===== src/rtl/isad_pkg.sv =====
// Purpose: constants for the input sync auto-detect unit
// Assumes: byte-wide register port, one 250 MHz system clock
// Notes: register addresses are the byte addresses of the register port
//
// Contract
// - count hsync low pulse in pixel clocks, 8-bit read-only
// - count hsync period in pixel clocks, 12-bit split over two bytes
// - count vsync low pulse in hsync lines, 8-bit read-only
// - count vsync period in hsync lines, 11-bit read-only
// - pixel-clock sync measurement always runs, no software start or stop
// - count hsync high level in system clocks, 12-bit read-only
// - count hsync low level in system clocks, 12-bit read-only
// - mode-change bit set when vsync period varies over 8 lines
// - mode change with its enable set drives the interrupt pin
// - mode change also latches a pollable interrupt flag
// - field rate bit reads 0 for 50 Hz, 1 for 60 Hz
// - field info bit 0 when even/odd alternation present, else 1
// - no hsync toggle in 2047 clocks sets no-signal and loss flags
// - read-only bit shows normal (0) or free-run blank (1) output
// - read-only bit shows active auto-switch configuration 0 or 1
// - field parity bit 0 even, 1 odd
// - 15-bit count of line buffer overflow and underflow events
// - data-enable measurement result is 12-bit read-only
// - measure selector picks hsync/vsync low/high pulse, resets to 00
// - source selector picks hsync pin, vsync pin, decoder syncs, resets 00
package isad_pkg;
    localparam int ADDR_W = 11;
    localparam logic [10:0] ADDR_INT_FLAG = 11'h002;
    localparam logic [10:0] ADDR_INT_EN = 11'h004;
    localparam logic [10:0] ADDR_DE_CTRL = 11'h04E;
    localparam logic [10:0] ADDR_HS_LOW_PCLK = 11'h160;
    localparam logic [10:0] ADDR_HS_TOT_PCLK = 11'h161;
    localparam logic [10:0] ADDR_VS_LOW_LINES = 11'h162;
    localparam logic [10:0] ADDR_VS_TOT_LINES = 11'h163;
    localparam logic [10:0] ADDR_TOT_HIGH = 11'h164;
    localparam logic [10:0] ADDR_HS_HIGH_SYS = 11'h165;
    localparam logic [10:0] ADDR_HS_LOW_SYS = 11'h166;
    localparam logic [10:0] ADDR_HS_SYS_HIGH = 11'h167;
    localparam logic [10:0] ADDR_FAULT_LO = 11'h168;
    localparam logic [10:0] ADDR_FAULT_HI = 11'h169;
    localparam logic [10:0] ADDR_STATUS = 11'h16A;
    localparam logic [10:0] ADDR_DE_LO = 11'h16B;
    localparam logic [10:0] ADDR_DE_HI = 11'h16C;
    // interrupt flag / enable bit positions
    localparam int BIT_LOSS0 = 0;
    localparam int BIT_LOSS1 = 1;
    localparam int BIT_MODE_CHG = 2;
    // control field positions inside the data-enable control byte
    localparam int DE_SEL_LSB = 0;
    localparam int DE_SRC_LSB = 2;
    localparam logic [1:0] DE_SEL_RESET = 2'h0;
    localparam logic [1:0] DE_SRC_RESET = 2'h0;
    localparam logic [2:0] INT_EN_RESET = 3'h0;
    // data-enable source codes
    localparam logic [1:0] DE_SRC_HS_PIN = 2'h0;
    localparam logic [1:0] DE_SRC_VS_PIN = 2'h1;
    localparam logic [1:0] DE_SRC_DEC_HS = 2'h2;
    localparam logic [1:0] DE_SRC_DEC_VS = 2'h3;
    // timing counts
    localparam logic [10:0] NO_SIGNAL_CYCLES = 11'd2047;
    localparam logic [10:0] MODE_CHG_LINES = 11'd8;
    localparam logic [10:0] RATE_SPLIT_LINES = 11'd575;
endpackage : isad_pkg


===== src/rtl/isad_sync.sv =====
// Purpose: two-flop synchroniser with edge pulses
// Assumes: input may be asynchronous to clock
// Notes: edges come from the second and third flops only
`timescale 1ns/10ps
module isad_sync #(
    parameter int WIDTH = 1
) (
    input wire logic clock,
    input wire logic sys_rst,
    input wire logic [WIDTH-1:0] async_in,
    output logic [WIDTH-1:0] level,
    output logic [WIDTH-1:0] rise,
    output logic [WIDTH-1:0] fall
);
    typedef struct packed {
        logic [WIDTH-1:0] meta;
        logic [WIDTH-1:0] stable;
        logic [WIDTH-1:0] prev;
    } isad_sync_state_t;

    isad_sync_state_t st;
    isad_sync_state_t next_st;

    always_comb begin
        next_st.meta = async_in;
        next_st.stable = st.meta;
        next_st.prev = st.stable;
    end

    always_ff @(posedge clock) begin
        if (sys_rst) begin
            st <= '0;
        end else begin
            st <= next_st;
        end
    end

    assign level = st.stable;
    assign rise = st.stable & ~st.prev;
    assign fall = ~st.stable & st.prev;
endmodule : isad_sync


===== src/rtl/isad_meter.sv =====
// Purpose: measures low, high and falling-to-falling period of a level
// Assumes: level is already in the clock domain; tick marks one unit
// Notes: counters saturate so a stuck input never wraps to a small value
`timescale 1ns/10ps
module isad_meter #(
    parameter int WIDTH = 12
) (
    input wire logic clock,
    input wire logic sys_rst,
    input wire logic level,
    input wire logic tick,
    output logic [WIDTH-1:0] low_width,
    output logic [WIDTH-1:0] high_width,
    output logic [WIDTH-1:0] period
);
    typedef struct packed {
        logic prev;
        logic [WIDTH-1:0] run_cnt;
        logic [WIDTH-1:0] per_cnt;
        logic [WIDTH-1:0] low;
        logic [WIDTH-1:0] high;
        logic [WIDTH-1:0] per;
    } isad_meter_state_t;

    isad_meter_state_t st;
    isad_meter_state_t next_st;

    function automatic logic [WIDTH-1:0] sat_inc(input logic [WIDTH-1:0] v, input logic en);
        if (en && (v != '1)) begin
            return v + 1'b1;
        end
        return v;
    endfunction : sat_inc

    always_comb begin
        next_st = st;
        next_st.prev = level;
        next_st.run_cnt = sat_inc(st.run_cnt, tick);
        next_st.per_cnt = sat_inc(st.per_cnt, tick);
        if (level != st.prev) begin
            // count restarts so the unit on the edge belongs to the new phase
            next_st.run_cnt = sat_inc('0, tick);
            if (level) begin
                next_st.low = st.run_cnt;
            end else begin
                next_st.high = st.run_cnt;
                next_st.per = st.per_cnt;
                next_st.per_cnt = sat_inc('0, tick);
            end
        end
    end

    always_ff @(posedge clock) begin
        if (sys_rst) begin
            st <= '0;
        end else begin
            st <= next_st;
        end
    end

    assign low_width = st.low;
    assign high_width = st.high;
    assign period = st.per;
endmodule : isad_meter


===== src/rtl/isad_input_sync_auto_detect.sv =====
// Purpose: input sync auto-detection, status registers and interrupt pin
// Assumes: byte register port on the system clock; sync pins are asynchronous
// Notes: pixel clock is sampled as a pin, so it must stay below half the
//        system clock; read data appears one cycle after the address
`timescale 1ns/10ps
module isad_input_sync_auto_detect (
    input wire logic clock,
    input wire logic sys_rst,
    input wire logic pclk_pin,
    input wire logic hsync_pin,
    input wire logic vsync_pin,
    input wire logic internal_decoder_hsync,
    input wire logic internal_decoder_vsync,
    input wire logic line_buf_fault,
    input wire logic free_run_state,
    input wire logic input_config_state,
    input wire logic [10:0] reg_addr,
    input wire logic reg_wr,
    input wire logic [7:0] reg_wdata,
    output logic [7:0] reg_rdata,
    output logic int_out
);
    typedef struct packed {
        logic [2:0] int_flag;
        logic [2:0] int_en;
        logic [1:0] de_measure_select;
        logic [1:0] de_source_select;
        logic mode_change_flag;
        logic field_rate_flag;
        logic field_parity_flag;
        logic field_info_absent_flag;
        logic signal_lost_flag;
        logic have_prev;
        logic saw_fall;
        logic vs_fall_d;
        logic [10:0] lost_cnt;
        logic [14:0] line_buffer_fault_count;
        logic [10:0] prev_vtotal;
        logic [11:0] line_pos;
        logic irq;
        logic [7:0] rdata;
    } isad_top_state_t;

    isad_top_state_t st;
    isad_top_state_t next_st;

    logic [2:0] pin_level;
    logic [2:0] pin_rise;
    logic [2:0] pin_fall;
    logic pclk_rise;
    logic hs_level;
    logic hs_fall;
    logic hs_edge;
    logic vs_level;
    logic vs_fall;
    logic [11:0] hs_low_pclk_w;
    logic [11:0] hs_tot_pclk;
    logic [11:0] hs_high_pclk_w;
    logic [10:0] vs_low_lines;
    logic [10:0] vs_tot_lines;
    logic [10:0] vs_high_lines_w;
    logic [11:0] hs_high_sys;
    logic [11:0] hs_low_sys;
    logic [11:0] hs_per_sys_w;
    logic de_level;
    logic de_tick;
    logic [11:0] de_low;
    logic [11:0] de_high;
    logic [11:0] de_per_w;
    logic [11:0] de_result;
    logic mode_chg_event;
    logic lost_event;
    logic [12:0] line_len;

    function automatic logic [10:0] abs_diff(input logic [10:0] a, input logic [10:0] b);
        return (a > b) ? (a - b) : (b - a);
    endfunction : abs_diff

    function automatic logic addr_is(input logic [10:0] a, input logic [10:0] ref_addr);
        return a == ref_addr;
    endfunction : addr_is

    isad_sync #(
        .WIDTH(3)
    ) u_pin_sync (
        .clock(clock),
        .sys_rst(sys_rst),
        .async_in({vsync_pin, hsync_pin, pclk_pin}),
        .level(pin_level),
        .rise(pin_rise),
        .fall(pin_fall)
    );

    assign pclk_rise = pin_rise[0];
    assign hs_level = pin_level[1];
    assign hs_fall = pin_fall[1];
    assign hs_edge = pin_rise[1] | pin_fall[1];
    assign vs_level = pin_level[2];
    assign vs_fall = pin_fall[2];

    // free-running after reset; nothing in the register map can halt these
    isad_meter #(
        .WIDTH(12)
    ) u_hs_pclk (
        .clock(clock),
        .sys_rst(sys_rst),
        .level(hs_level),
        .tick(pclk_rise),
        .low_width(hs_low_pclk_w),
        .high_width(hs_high_pclk_w),
        .period(hs_tot_pclk)
    );

    isad_meter #(
        .WIDTH(11)
    ) u_vs_lines (
        .clock(clock),
        .sys_rst(sys_rst),
        .level(vs_level),
        .tick(hs_fall),
        .low_width(vs_low_lines),
        .high_width(vs_high_lines_w),
        .period(vs_tot_lines)
    );

    isad_meter #(
        .WIDTH(12)
    ) u_hs_sys (
        .clock(clock),
        .sys_rst(sys_rst),
        .level(hs_level),
        .tick(1'b1),
        .low_width(hs_low_sys),
        .high_width(hs_high_sys),
        .period(hs_per_sys_w)
    );

    // source mux; decoder syncs are already on this clock
    always_comb begin
        case (st.de_source_select)
            isad_pkg::DE_SRC_HS_PIN: de_level = hs_level;
            isad_pkg::DE_SRC_VS_PIN: de_level = vs_level;
            isad_pkg::DE_SRC_DEC_HS: de_level = internal_decoder_hsync;
            isad_pkg::DE_SRC_DEC_VS: de_level = internal_decoder_vsync;
            default: de_level = hs_level;
        endcase
    end

    // hsync pulses count in system clocks, vsync pulses in hsync-pin lines
    assign de_tick = st.de_measure_select[1] ? hs_fall : 1'b1;

    isad_meter #(
        .WIDTH(12)
    ) u_de (
        .clock(clock),
        .sys_rst(sys_rst),
        .level(de_level),
        .tick(de_tick),
        .low_width(de_low),
        .high_width(de_high),
        .period(de_per_w)
    );

    assign de_result = st.de_measure_select[0] ? de_high : de_low;

    assign line_len = {1'b0, hs_high_sys} + {1'b0, hs_low_sys};
    assign mode_chg_event = st.vs_fall_d && st.have_prev &&
        (abs_diff(vs_tot_lines, st.prev_vtotal) > isad_pkg::MODE_CHG_LINES);
    assign lost_event = !hs_edge && !st.signal_lost_flag &&
        (st.lost_cnt == isad_pkg::NO_SIGNAL_CYCLES - 11'd1);

    always_comb begin
        next_st = st;
        next_st.vs_fall_d = vs_fall;
        // position inside the line, used to tell the field from vsync phase
        if (hs_fall) begin
            next_st.line_pos = 12'h000;
        end else if (st.line_pos != 12'hFFF) begin
            next_st.line_pos = st.line_pos + 12'h001;
        end
        if (vs_fall) begin
            next_st.field_parity_flag = ({1'b0, st.line_pos} >= (line_len >> 1));
            next_st.field_info_absent_flag =
                (({1'b0, st.line_pos} >= (line_len >> 1)) == st.field_parity_flag);
        end
        // meters latch one cycle after the edge, so compare on the delayed pulse
        // the first period after reset runs from reset, not from an edge, so it is
        // stored but never compared; otherwise start-up would fake a mode change
        if (st.vs_fall_d) begin
            next_st.saw_fall = 1'b1;
            next_st.have_prev = st.saw_fall;
            next_st.prev_vtotal = vs_tot_lines;
            next_st.mode_change_flag = mode_chg_event;
            next_st.field_rate_flag = (vs_tot_lines < isad_pkg::RATE_SPLIT_LINES);
        end
        if (hs_edge) begin
            next_st.lost_cnt = 11'h000;
            next_st.signal_lost_flag = 1'b0;
        end else begin
            if (st.lost_cnt != isad_pkg::NO_SIGNAL_CYCLES) begin
                next_st.lost_cnt = st.lost_cnt + 11'h001;
            end
            if (lost_event) begin
                next_st.signal_lost_flag = 1'b1;
            end
        end
        if (line_buf_fault && (st.line_buffer_fault_count != 15'h7FFF)) begin
            next_st.line_buffer_fault_count = st.line_buffer_fault_count + 15'h0001;
        end
        // register writes; flags are write-one-to-clear
        if (reg_wr && addr_is(reg_addr, isad_pkg::ADDR_INT_FLAG)) begin
            next_st.int_flag = st.int_flag & ~reg_wdata[2:0];
        end
        if (reg_wr && addr_is(reg_addr, isad_pkg::ADDR_INT_EN)) begin
            next_st.int_en = reg_wdata[2:0];
        end
        if (reg_wr && addr_is(reg_addr, isad_pkg::ADDR_DE_CTRL)) begin
            next_st.de_measure_select = reg_wdata[isad_pkg::DE_SEL_LSB +: 2];
            next_st.de_source_select = reg_wdata[isad_pkg::DE_SRC_LSB +: 2];
        end
        // a new event in the clearing cycle still sets its flag
        if (mode_chg_event) begin
            next_st.int_flag[isad_pkg::BIT_MODE_CHG] = 1'b1;
        end
        if (lost_event) begin
            next_st.int_flag[isad_pkg::BIT_LOSS0] = 1'b1;
            next_st.int_flag[isad_pkg::BIT_LOSS1] = 1'b1;
        end
        next_st.irq = |(st.int_flag & st.int_en);
        case (reg_addr)
            isad_pkg::ADDR_INT_FLAG: next_st.rdata = {5'h00, st.int_flag};
            isad_pkg::ADDR_INT_EN: next_st.rdata = {5'h00, st.int_en};
            isad_pkg::ADDR_DE_CTRL: next_st.rdata = {4'h0, st.de_source_select,
                st.de_measure_select};
            isad_pkg::ADDR_HS_LOW_PCLK: next_st.rdata = hs_low_pclk_w[7:0];
            isad_pkg::ADDR_HS_TOT_PCLK: next_st.rdata = hs_tot_pclk[7:0];
            isad_pkg::ADDR_VS_LOW_LINES: next_st.rdata = vs_low_lines[7:0];
            isad_pkg::ADDR_VS_TOT_LINES: next_st.rdata = vs_tot_lines[7:0];
            isad_pkg::ADDR_TOT_HIGH: next_st.rdata = {hs_tot_pclk[11:8], 1'b0,
                vs_tot_lines[10:8]};
            isad_pkg::ADDR_HS_HIGH_SYS: next_st.rdata = hs_high_sys[7:0];
            isad_pkg::ADDR_HS_LOW_SYS: next_st.rdata = hs_low_sys[7:0];
            isad_pkg::ADDR_HS_SYS_HIGH: next_st.rdata = {hs_high_sys[11:8],
                hs_low_sys[11:8]};
            isad_pkg::ADDR_FAULT_LO: next_st.rdata = st.line_buffer_fault_count[7:0];
            isad_pkg::ADDR_FAULT_HI: next_st.rdata = {1'b0,
                st.line_buffer_fault_count[14:8]};
            isad_pkg::ADDR_STATUS: next_st.rdata = {1'b0, st.field_parity_flag,
                input_config_state, free_run_state, st.signal_lost_flag,
                st.field_info_absent_flag, st.field_rate_flag,
                st.mode_change_flag};
            isad_pkg::ADDR_DE_LO: next_st.rdata = de_result[7:0];
            isad_pkg::ADDR_DE_HI: next_st.rdata = {4'h0, de_result[11:8]};
            default: next_st.rdata = 8'h00;
        endcase
    end

    always_ff @(posedge clock) begin
        if (sys_rst) begin
            st <= '0;
            st.int_en <= isad_pkg::INT_EN_RESET;
            st.de_measure_select <= isad_pkg::DE_SEL_RESET;
            st.de_source_select <= isad_pkg::DE_SRC_RESET;
        end else begin
            st <= next_st;
        end
    end

    assign reg_rdata = st.rdata;
    assign int_out = st.irq;
endmodule : isad_input_sync_auto_detect


===== config.mk =====
export PLATFORM = sky130hd
export DESIGN_NAME = isad_input_sync_auto_detect
export DESIGN_NICKNAME = d
export VERILOG_FILES = /design/src/rtl/isad_pkg.sv /design/src/rtl/isad_sync.sv /design/src/rtl/isad_meter.sv /design/src/rtl/isad_input_sync_auto_detect.sv
export SDC_FILE = /design/constraint.sdc
export NUM_CORES = 1
export LEC_CHECK = 0
export ABC_AREA = 1
export BUFFER_PORTS_ARGS = -buffer_cell sky130_fd_sc_hd__clkbuf_2
export CAP_MARGIN = 20
export CORE_UTILIZATION = 40
export CTS_CLUSTER_SIZE = 25
export DETAILED_ROUTE_END_ITERATION = 8
export GPL_ROUTABILITY_DRIVEN = 0
export SETUP_SLACK_MARGIN = 0.5
export SYNTH_ARGS = -nofsm -noshare
export SYNTH_HDL_FRONTEND = slang
export SYNTH_SLANG_ARGS = --single-unit

===== constraint.sdc =====
create_clock -name clock -period 2.6 [get_ports clock]
set_input_delay 0.52 -clock clock [delete_from_list [all_inputs] [get_ports clock]]
set_output_delay 0.52 -clock clock [all_outputs]
set_load 0.01 [all_outputs]

==> summary.md, run 1 <==
| Metric | Value |
|---|---|
| PortBufs | `34` |
| Most common cell after layout, fill and taps aside | `nand2_1` |
| Type of origin of the critical path | `flip-flop` |
| Status | `complete, but fails checks` |
| Initial antenna violation count | `0` |
| Crit Path Max Fanout | `3` |
| Register area share after synthesis | `37.8%` |
| Hpwl dp | `approximately 26 mm` |
| Sw power | `2.27 mW` |
| Synth Instances | `1,818` |
| Gr ovfl total | `0` |
| Drt wl/cell | `~15 um` |
| Failing checks | `negative setup slack` |
| CTS Sinks | `243` |
| Internal power | `just under 7 mW` |
| Final core occ | `about half` |
| CTS tree | `done` |
| Fillcell total | `between 3,000 and 4,000` |
| Worst-Skew Late Latency | `550 ps` |
| Clk buf depth | `3` |
| Worst Skew | `10.9 ps` |
| Least-Margin Pin Slew | `approximately 590 ps` |
| Iter 0 DRT Violations | `754` |
| Final Max Tran Viols | `0` |
| Fin worst setup slack | `-82.2 ps` |
| Area of the multi-input gates | `~7000 sq um` |
| Unrepaired setup endpoints after global routing | `yes` |
| Pleak | `6.30 nW` |
| Final Total Pwr | `9.00 mW` |
| #FFs+latches synth | `about 240` |
| Register area | `about 4900 sq um` |
| Total CTS buffers | `28` |
| ANT nets after route | `0` |
| Reg power frac | `a little over two fifths` |
| Adder-cell area share of the yosys netlist | `under 10%` |
| # placed instances | `2,269` |
| Power Density | `roughly 600 nW/um^2` |
| Part of the power in the clock network | `a little under half` |
| GRT Util Overall | `21.3%` |
| Cell Rows | `65` |
| Final min period | `2680 ps` |
| Share of cells above drive strength 1 | `14.3%` |
| Fin nets | `2,001` |
| Mux share of post-synthesis cell area | `0.311%` |
| Mean number of vias per cell | `5.16` |
| Max H-tree Level | `1` |
| Core area | `31,600 sq um` |
| Die width | `~180 um` |
| DRT Wirelength | `35.1 mm` |
| Fmax | `373 MHz` |
| Root Driver | `clkbuf_16` |
| Endpoints failing hold | `0` |
| Critical Path End Type | `flip-flop` |
| Reg clk slew, reported paths | `approximately 60 ps` |
| Data arrival, critical path | `3120 ps` |
| Hold_ws | `162 ps` |
| Die H | `181 um` |
| Synth Net Count | `roughly 1,900` |
| Worst vdd ir | `0.515 mV` |
| Io pins | `39` |
| Via count | `12,000` |
| Synthesized area | `12,900 sq um` |
| # diodes | `0` |
| Vias in the first global route | `11,300` |
| Most frequent cells in the layout | `283 x nand2_1, 273 x inv_1, 229 x dfxtp_1` |
| Die area | `approximately 33,000 sq um` |
| Switching Share | `25.2%` |
| Simple-Gate Fraction of Synth Area | `23.2%` |
| Post-synthesis cell type count | `52` |
| XOR/XNOR Fraction of Synth Area | `under 10%` |
| Hold_buf cts | `0` |
| Layout Area Growth over Synthesis | `18.4%` |
| Path type of the worst setup path | `reg -> reg` |
| Largest family of logic cells by synthesized area | `simple AND/OR/NAND/NOR gates` |
| Setup Viol. Count Final | `1` |
| First-pass GRT wire length | `57.3 mm` |
| Initial Util | `40.7%` |
| Worst Path Required | `3040 ps` |
| DRC violations left | `0` |
| Comb power frac | `11.3%` |
| Layout Cells excl Fill | `roughly 2,300` |
| Synth Area in Compound Gates | `18.8%` |
| Max cap viols | `0` |
| Slew headroom | `60.3%` |
| Synth warnings | `0` |
| 1st-pass router iterations | `5` |
| Largest net degree at the start of global routing | `56` |
| Syn avg cell area | `7.07 sq um` |
| Hold Crit Class | `in -> reg` |
| Part of the cycle the worst path needs | `103%` |
[routing by layer]
| metal | up-vias | share of wire, % | global-route usage, % |
|---|---|---|---|
| met4 | 0 | 2.9 | 6.88 |
| met1 | 5489 | 47 | 28.9 |
| met2 | 296 | 45 | 35.3 |
| li1 | 6184 | - | - |
| met3 | 65 | 4.9 | 2.28 |
| met5 | - | 0 | 0 |
[final cells by class]
cell class | instances | area share, %
clock inverters | 6 | 0.707
clock buffers | 44 | 5.60
multi-input cells | 1231 | 45.9
inverters | 289 | 7.17
flip-flops and latches | 243 | 32.1
repair buffers | 115 | 5.28
well taps | 402 | 3.30
[worst max-delay path, cell delays in order, from the launching register on]
cell	delay [ps]
dfxtp_2	330
inv_2	50
fa_2	390
o21ai_2	150
nand2_1	60
o211ai_1	100
a21oi_1	100
o21bai_1	220
a31oi_1	140
ha_1	320
nand2_1	80
nor2_2	180
nand3_1	140
nand4_1	110
nand3_1	70
o211ai_1	80
inv_1	50
[Yosys cell counts, drive strengths merged]
| cell type | n | area [sq um] |
|---|---|---|
| xnor2 | 6 | 52.6 |
| o221ai | 1 | 8.76 |
| mux2i | 4 | 40.0 |
| nand3 | 93 | 488 |
| o21a | 3 | 22.5 |
| a211oi | 9 | 72.6 |
| nor3b | 2 | 20.0 |
| xor2 | 40 | 350 |
| ha | 60 | 751 |
| nor2 | 169 | 672 |
| buf | 18 | 120 |
| nand2 | 304 | 1180 |
| o31ai | 1 | 7.51 |
| a31oi | 9 | 56.3 |
| o22ai | 17 | 106 |
| o21ai | 191 | 956 |
| a21oi | 197 | 990 |
| nand4 | 34 | 219 |
| a221oi | 10 | 87.6 |
| nor3 | 42 | 225 |
| nand3b | 3 | 35.0 |
| clkinv | 3 | 11.3 |
| and3 | 1 | 6.26 |
| clkbuf | 37 | 140 |
| dfxtp | 243 | 4860 |
| o211ai | 7 | 52.6 |
| fa | 3 | 60.1 |
| o21bai | 6 | 45.0 |
| inv | 286 | 1080 |
| or2 | 2 | 12.5 |
| o2111ai | 1 | 8.76 |
| nor4 | 16 | 119 |
[registers in the layout, summed over array words and instances (netlist names), 13 cells and up]
signal / count
u_hs_pclk.st: 24
u_vs_lines.st: 22
st: 67
u_de.st: 13
[metrics by stage]
stage	TNS, ps	instance area (sq um)	setup WS (ps)
6_report	-82.2	15200	-82.2
5_1_grt	-675	15200	-400
4_1_cts	-270	15000	-171
3_3_place_gp	-335	13800	-202
3_5_place_dp	-415	13800	-241
2_1_floorplan	0	12900	13.4
[power groups by stage]
stage | logic [mW] | registers, mW | clock network (mW)
6_report | 1.02 | 3.89 | 4.09
5_1_grt | 1.15 | 3.90 | 4.31
4_1_cts | 0.979 | 3.89 | 4.15
3_5_place_dp | 0.929 | 3.97 | 0
3_3_place_gp | 0.918 | 3.96 | 0
2_1_floorplan | 0.658 | 3.94 | 0
[kinds of logic (layout without fill, tap and decap cells)]
| kind of cell | Yosys count | in the layout |
|---|---|---|
| AOI/OAI and AO/OA | 452 | 452 |
| xor gates and xnor gates | 46 | 46 |
| adders and majority gates | 63 | 63 |
| buffers and inverters | 344 | 454 |
| DFF | 243 | 243 |
| muxes | 4 | 4 |
| and+or+nand+nor | 666 | 666 |
[path summary, 6_finish.rpt]
path / slack [ps] / cells after the start / from / end
setup / recovery: -80 / 16 / u_hs_sys.high_width[1]$_SDFFE_PP0P_ / st[62]$_SDFFE_PP0P_
hold / removal: 160 / 3 / pclk_pin / u_pin_sync.next_st[3]$_SDFF_PP0_
setup reg to reg: -80 / 16 / u_hs_sys.high_width[1]$_SDFFE_PP0P_ / st[62]$_SDFFE_PP0P_
hold reg to reg: 400 / 2 / u_pin_sync.next_st[4]$_SDFF_PP0_ / u_pin_sync.level[1]$_SDFF_PP0_
[what timing repair did]
action	in CTS	in global routing
setup endpoints to repair	4	22
gates resized for setup	49	40
buffers inserted	7	4
pin swaps	25	30
(Power assumes the default switching activity.)
==> run 2, diff against run 1 <==
SETUP_SLACK_MARGIN = unset   (was 0.5)
==> run 2 against run 1 <==
Against the previous run:
- the run still ends with negative setup slack left
- hold slack better by 4.7 ps
- global-route usage down 0.39 points
- clock-buffer cell count down 3
- routed wire length down 1.5%
- setup slack worse by 11 ps
- critical endpoint unchanged
- largest cell class unchanged
- highest routed layer unchanged
==> summary.md, run 2 (same netlist as run 1, synthesis figures left out) <==
| Metric | Value |
|---|---|
| Final Total Pwr | `8.82 mW` |
| Data arrival, critical path | `around 3100 ps` |
| Fillcell total | `3,204` |
| Met3 routed WL | `approximately 1.6 mm` |
| Setup tns final | `-105 ps` |
| Die area | `about 33,000 sq um` |
| Worst-Skew Late Latency | `540 ps` |
| Type of origin of the critical path | `flip-flop` |
| Root Driver | `clkbuf_16` |
| First-pass GRT wire length | `56.0 mm` |
| Final Max Tran Viols | `0` |
| Total CTS buffers | `28` |
| Top flop regs | `st: 67 flops, u_hs_pclk.st: 24 flops, u_vs_lines.st: 22 flops` |
| DRC violations left | `0` |
| Initial antenna violation count | `0` |
| Hold Crit Class | `in -> reg` |
| Core area | `31,600 sq um` |
| Share of cells above drive strength 1 | `11.7%` |
| Reg clk slew, reported paths | `roughly 60 ps` |
| Part of the cycle the worst path needs | `104%` |
| Gr ovfl total | `0` |
| Initial Util | `40.7%` |
| Register area | `4870 sq um` |
| Fmax | `approximately 370 MHz` |
| Failing checks | `negative setup slack` |
| Io pins | `39` |
| Final min period | `2690 ps` |
| Worst Path Required | `3020 ps` |
| Via count | `11,900` |
| Largest net degree at the start of global routing | `between 60 and 70` |
| PortBufs | `34` |
| Max H-tree Level | `1` |
| Die width | `between 150 and 200 um` |
| Hold_buf cts | `0` |
| CTS tree | `done` |
| ANT nets after route | `0` |
| WL met1 | `16.2 mm` |
| Most common cell after layout, fill and taps aside | `nand2_1` |
| Mean number of vias per cell | `5.12` |
| CTS Sinks | `243` |
| GRT Util Overall | `between 20% and 30%` |
| Iter 0 DRT Violations | `645` |
| Least-Margin Pin Slew | `607 ps` |
| Metal2 WL | `15.7 mm` |
| Path type of the worst setup path | `reg -> reg` |
| Setup Viol. Count Final | `2` |
| Most frequent cells in the layout | `291 x nand2_1, 275 x inv_1, 239 x dfxtp_1` |
| Max cap viols | `0` |
| Worst Skew | `11.7 ps` |
| Fin nets | `around 2,000` |
| Slew headroom | `59.5%` |
| Max FFs per register | `between 60 and 70` |
| Worst vdd ir | `0.625 mV` |
| Drt wl/cell | `14.9 um` |
| Layout Area Growth over Synthesis | `15.9%` |
| 1st-pass router iterations | `5` |
| Unrepaired setup endpoints after global routing | `yes` |
| Power Density | `between 500 and 600 nW/um^2` |
| Highest layer used for signal routing | `met4` |
| Pleak | `between 6 and 7 nW` |
| Die H | `181 um` |
| Crit Path Max Fanout | `2` |
| DRT Wirelength | `34.5 mm` |
| Area of the multi-input gates | `6760 sq um` |
| Endpoints failing hold | `0` |
| Critical Path End Type | `flip-flop` |
| Clk buf depth | `3` |
| Cell Rows | `65` |
| Vias in the first global route | `11,100` |
| Fin worst setup slack | `-92.9 ps` |
| Hpwl dp | `approximately 27 mm` |
| # diodes | `0` |
| Largest Register | `st` |
| Status | `complete, but fails checks` |
[run 2: cell count changes in the layout (fill, tap and decap cells not counted), moves of 4 or more]
cell / before / now
ha_1: 44 / 53
dfxtp_2: 14 / 4
ha_4: 14 / 5
nand2_1: 283 / 291
nor2_1: 150 / 157
nor2_4: 7 / 3
dfxtp_1: 229 / 239
nand2_2: 16 / 9
buf_4: 79 / 72
[run 2: what timing repair did]
action / 4_1_cts / 5_1_grt
pin swaps: 8 / 9
setup buffers: 1 / 3
endpoints found under the setup margin: 2 / 4
resized for setup: 7 / 20
[run 2: critical path: stages, from the launching register on]
cell	delay, ps
dfxtp_2	340
inv_2	50
fa_2	390
o21ai_2	150
nand2_1	60
o211ai_1	110
a21oi_1	100
o21bai_1	210
a31oi_1	130
ha_1	340
a21oi_2	150
o21ai_2	70
a21oi_2	150
nand3_2	90
nand2_1	60
nand3_1	60
o211ai_1	80
inv_1	60
[run 2: area by class of cell]
class	count	share of cell area, %
multi-input cells	1231	45.4
flip-flops and latches	243	32.7
inverters	289	7.30
clock buffers	41	5.64
repair buffers	107	4.90
well taps	402	3.38
clock inverters	10	0.714
[run 2: worst paths after layout]
check	startpoint	endpoint	slack [ps]	cells after the start
max	u_hs_sys.low_width[1]$_SDFFE_PP0P_	st[62]$_SDFFE_PP0P_	-90	17
min	hsync_pin	u_pin_sync.next_st[4]$_SDFF_PP0_	170	3
max reg2reg	u_hs_sys.low_width[1]$_SDFFE_PP0P_	st[62]$_SDFFE_PP0P_	-90	17
min reg2reg	u_pin_sync.next_st[3]$_SDFF_PP0_	u_pin_sync.level[0]$_SDFF_PP0_	410	2
[run 2: power breakdown]
| part | total (mW) | internal [mW] | switching, mW |
|---|---|---|---|
| Sequential | 3.89 | 3.82 | 0.0717 |
| Clock | 3.98 | 2.43 | 1.55 |
| Combinational | 0.950 | 0.344 | 0.606 |
[run 2: metrics by stage]
stage | worst slack (ps) | area (sq um) | hold slack [ps] | cells | util [%]
finish | -92.9 | 14900 | 166 | 2323 | 47.2
global route | -385 | 14900 | 158 | 2323 | 47.2
CTS | -190 | 14800 | 148 | 2320 | 46.8
detailed placement | -244 | 13800 | 398 | 2268 | 43.8
global placement | -162 | 13800 | 397 | 2268 | 43.8
floorplan | 0.578 | 12900 | 388 | 1818 | -
[run 2: routing by layer]
metal / vias up / track usage [%]
met2: 261 / 35.0
met3: 60 / 2.16
met1: 5412 / 28.2
li1: 6166 / -
met5: - / 0
met4: 0 / 6.51
==> run 3, diff against run 2 <==
ABC_AREA = unset   (was 1)
==> run 3 against run 2 <==
Against the previous run:
- the run still ends with negative setup slack left
- power decreased by 11%
- non-clock buffer count increased by 65
- maximum frequency decreased by 11%
- clock skew increased by 5.9 ps
- hold slack improved by 34 ps
- sequential cell count unchanged
- global-route usage decreased by 0.52 points
- clock-buffer cell count decreased by 1
- synthesized cell count decreased by 24%
- clock power decreased by 7.5%
==> summary.md, run 3 <==
| Metric | Value |
|---|---|
| Least-Margin Pin Slew | `~780 ps` |
| Failing checks | `negative setup slack` |
| #FFs+latches synth | `243` |
| Synthesized area | `12,200 sq um` |
| Worst-Skew Late Latency | `between 500 and 600 ps` |
| Core area | `29,800 sq um` |
| Initial Util | `40.9%` |
| Max FFs per register | `67` |
| DRC violations left | `0` |
| Clk buf depth | `3` |
| Final core occ | `48.8%` |
| Most frequent cell after synthesis | `nor2_1` |
| CP Buf/Inv Count | `0` |
| Die H | `176 um` |
| Data arrival, critical path | `3500 ps` |
| Number of flops mapped to enable cells by yosys | `0` |
| Adder-cell area share of the yosys netlist | `6.74%` |
| Synth async-reset ratio | `0%` |
| Path type of the worst setup path | `reg -> reg` |
| Register area share after synthesis | `40.0%` |
| Hold Crit Class | `in -> reg` |
| CTS tree | `done` |
| CP Cell Sequence | `ha_4 > a31o_4 > a31o_4 > nand2_2 > a21oi_2 > or4_4 > and2_4 > xnor2_2 > ha_1 > o21a_1 > o211ai_1 > o21ai_1 > xor2_1 > a211oi_1` |
| Top cell type's share of synthesized area | `40.0%` |
| Io pins | `39` |
| Final min period | `3040 ps` |
| Synth Net Count | `1,478` |
| Iter 0 DRT Violations | `799` |
| Final Max Tran Viols | `0` |
| Top flop regs | `st: 67 flops, u_hs_pclk.st: 24 flops, u_vs_lines.st: 22 flops` |
| Final Total Pwr | `7.82 mW` |
| Fin worst setup slack | `-442 ps` |
| Most common cell after layout, fill and taps aside | `nor2_1` |
| Vias in the first global route | `9,769` |
| Largest family of logic cells by synthesized area | `simple AND/OR/NAND/NOR gates` |
| Unrepaired setup endpoints after global routing | `yes` |
| Slew headroom | `48.2%` |
| Root Driver | `clkbuf_16` |
| 1st-pass router iterations | `5` |
| Top area cells in the synthesized netlist | `dfxtp_1 40%, mux2i_1 9.5%, nor2_1 8.1%` |
| Fin nets | `1,616` |
| Worst vdd ir | `0.498 mV` |
| PortBufs | `34` |
| First-pass GRT wire length | `50.9 mm` |
| Die width | `176 um` |
| Share of cells above drive strength 1 | `16.3%` |
| XOR/XNOR Fraction of Synth Area | `6.47%` |
| Status | `complete, but fails checks` |
| CP delay by family, top | `compound AO/OA/AOI/OAI gates` |
| # placed instances | `approximately 1,900` |
| Ys flop type | `dfxtp_1` |
| Setup Viol. Count Final | `4` |
| Initial antenna violation count | `0` |
| Max H-tree Level | `1` |
| Hpwl dp | `about 24 mm` |
| Synth Area in Compound Gates | `12.1%` |
| Worst Path Required | `3050 ps` |
| Total CTS buffers | `27` |
| Part of the cycle the worst path needs | `117%` |
| CTS Sinks | `around 240` |
| Critical Path End Type | `flip-flop` |
| Gr ovfl total | `0` |
| Synth Instances | `1,385` |
| DRT Wirelength | `between 30 and 40 mm` |
| Most frequent cells in the layout | `264 x nor2_1, 240 x dfxtp_1, 138 x buf_4` |
| Post-synthesis cell type count | `71` |
| Max cap viols | `0` |
| CP most frequent cell | `a31o_4` |
| Drt wl/cell | `16.5 um` |
| Simple-Gate Fraction of Synth Area | `between 20% and 30%` |
| Via count | `10,300` |
| # diodes | `0` |
| ANT nets after route | `0` |
| Endpoints failing hold | `0` |
| Mean number of vias per cell | `between 5 and 6` |
| Mux share of post-synthesis cell area | `10.3%` |
| Cell Rows | `63` |
| GRT Util Overall | `20.4%` |
| Crit Path Max Fanout | `2` |
| Largest Register | `st` |
| Layout Area Growth over Synthesis | `19.5%` |
| Synth warnings | `0` |
| Die area | `31,100 sq um` |
| Reg clk slew, reported paths | `60 ps` |
| Largest net degree at the start of global routing | `62` |
| Type of origin of the critical path | `flip-flop` |
| Most frequent cells after synthesis | `264 x nor2_1, 243 x dfxtp_1, 115 x mux2i_1` |
| Worst Skew | `17.6 ps` |
| Slowest CP cell | `or4_4` |
| Fmax | `329 MHz` |
| Syn avg cell area | `8.79 sq um` |
| Area leader, netlist | `dfxtp_1` |
| Slowest cell delay on critical path | `420 ps` |
| Pleak | `5.55 nW` |
| Hold_buf cts | `0` |
| Layout Cells excl Fill | `1,933` |
| Power Density | `537 nW/um^2` |
run 3: what timing repair did:
item / CTS / global route
buffers inserted: 2 / 2
pin swaps: 5 / 3
resized for setup: 16 / 4
endpoints found under the setup margin: 4 / 4
run 3: path summary, 6_finish.rpt:
check	startpoint	end	slack [ps]	cells after the start
worst max-delay path	u_hs_sys.high_width[1]$_SDFFE_PP0P_	st[62]$_SDFFE_PP0P_	-440	14
worst min-delay path	hsync_pin	u_pin_sync.next_st[4]$_SDFF_PP0_	200	2
worst max register to register	u_hs_sys.high_width[1]$_SDFFE_PP0P_	st[62]$_SDFFE_PP0P_	-440	14
worst min register to register	u_pin_sync.next_st[3]$_SDFF_PP0_	u_pin_sync.level[0]$_SDFF_PP0_	440	1
run 3: cell type report:
class | count | area (sq um)
fillers | 2835 | 15200
clock buffers | 40 | 764
well taps | 390 | 488
multi-input cells | 1034 | 6960
clock inverters | 9 | 82.6
repair buffers | 172 | 1220
flip-flops and latches | 243 | 4870
inverters | 45 | 169
run 3: where the power goes:
group / switching, mW / internal [mW] / total, mW
clock: 1.55 / 2.13 / 3.68
sequential: 0.0465 / 3.76 / 3.80
combinational: 0.195 / 0.132 / 0.327
run 3: routing by layer:
| metal | vias up | routed length [um] | global-route usage, % |
|---|---|---|---|
| met5 | - | 0 | 0 |
| met4 | 0 | 1060 | 6.72 |
| met3 | 61 | 1650 | 3.85 |
| met2 | 233 | 14300 | 33.3 |
| met1 | 4850 | 14900 | 27.0 |
| li1 | 5183 | - | - |
run 3: through the flow:
step	hold WS, ps	TNS (ps)	instance area [sq um]	setup WS (ps)
floorplan	414	-617	12200	-358
global placement	417	-1130	13600	-484
detailed placement	430	-1260	13600	-535
CTS	187	-1020	14500	-432
global route	196	-1380	14500	-551
finish	200	-1020	14500	-442
run 3: worst reg2reg max path, cell delays in order, from the launching register on:
cell and delay, ps:
dfxtp_2 340, ha_4 240, a31o_4 250, a31o_4 250
nand2_2 70, a21oi_2 50, or4_4 420, and2_4 180
xnor2_2 120, ha_1 270, o21a_1 170, o211ai_1 160
o21ai_1 110, xor2_1 150, a211oi_1 180
run 3: cells by family after synthesis:
| kind of cell | Yosys count |
|---|---|
| adder cells (fa/ha/maj) | 64 |
| flip-flops | 243 |
| XOR/XNOR | 90 |
| AND/OR/NAND/NOR | 541 |
| buffers and inverters | 108 |
| multiplexers | 123 |
| AO/OA/AOI/OAI | 216 |
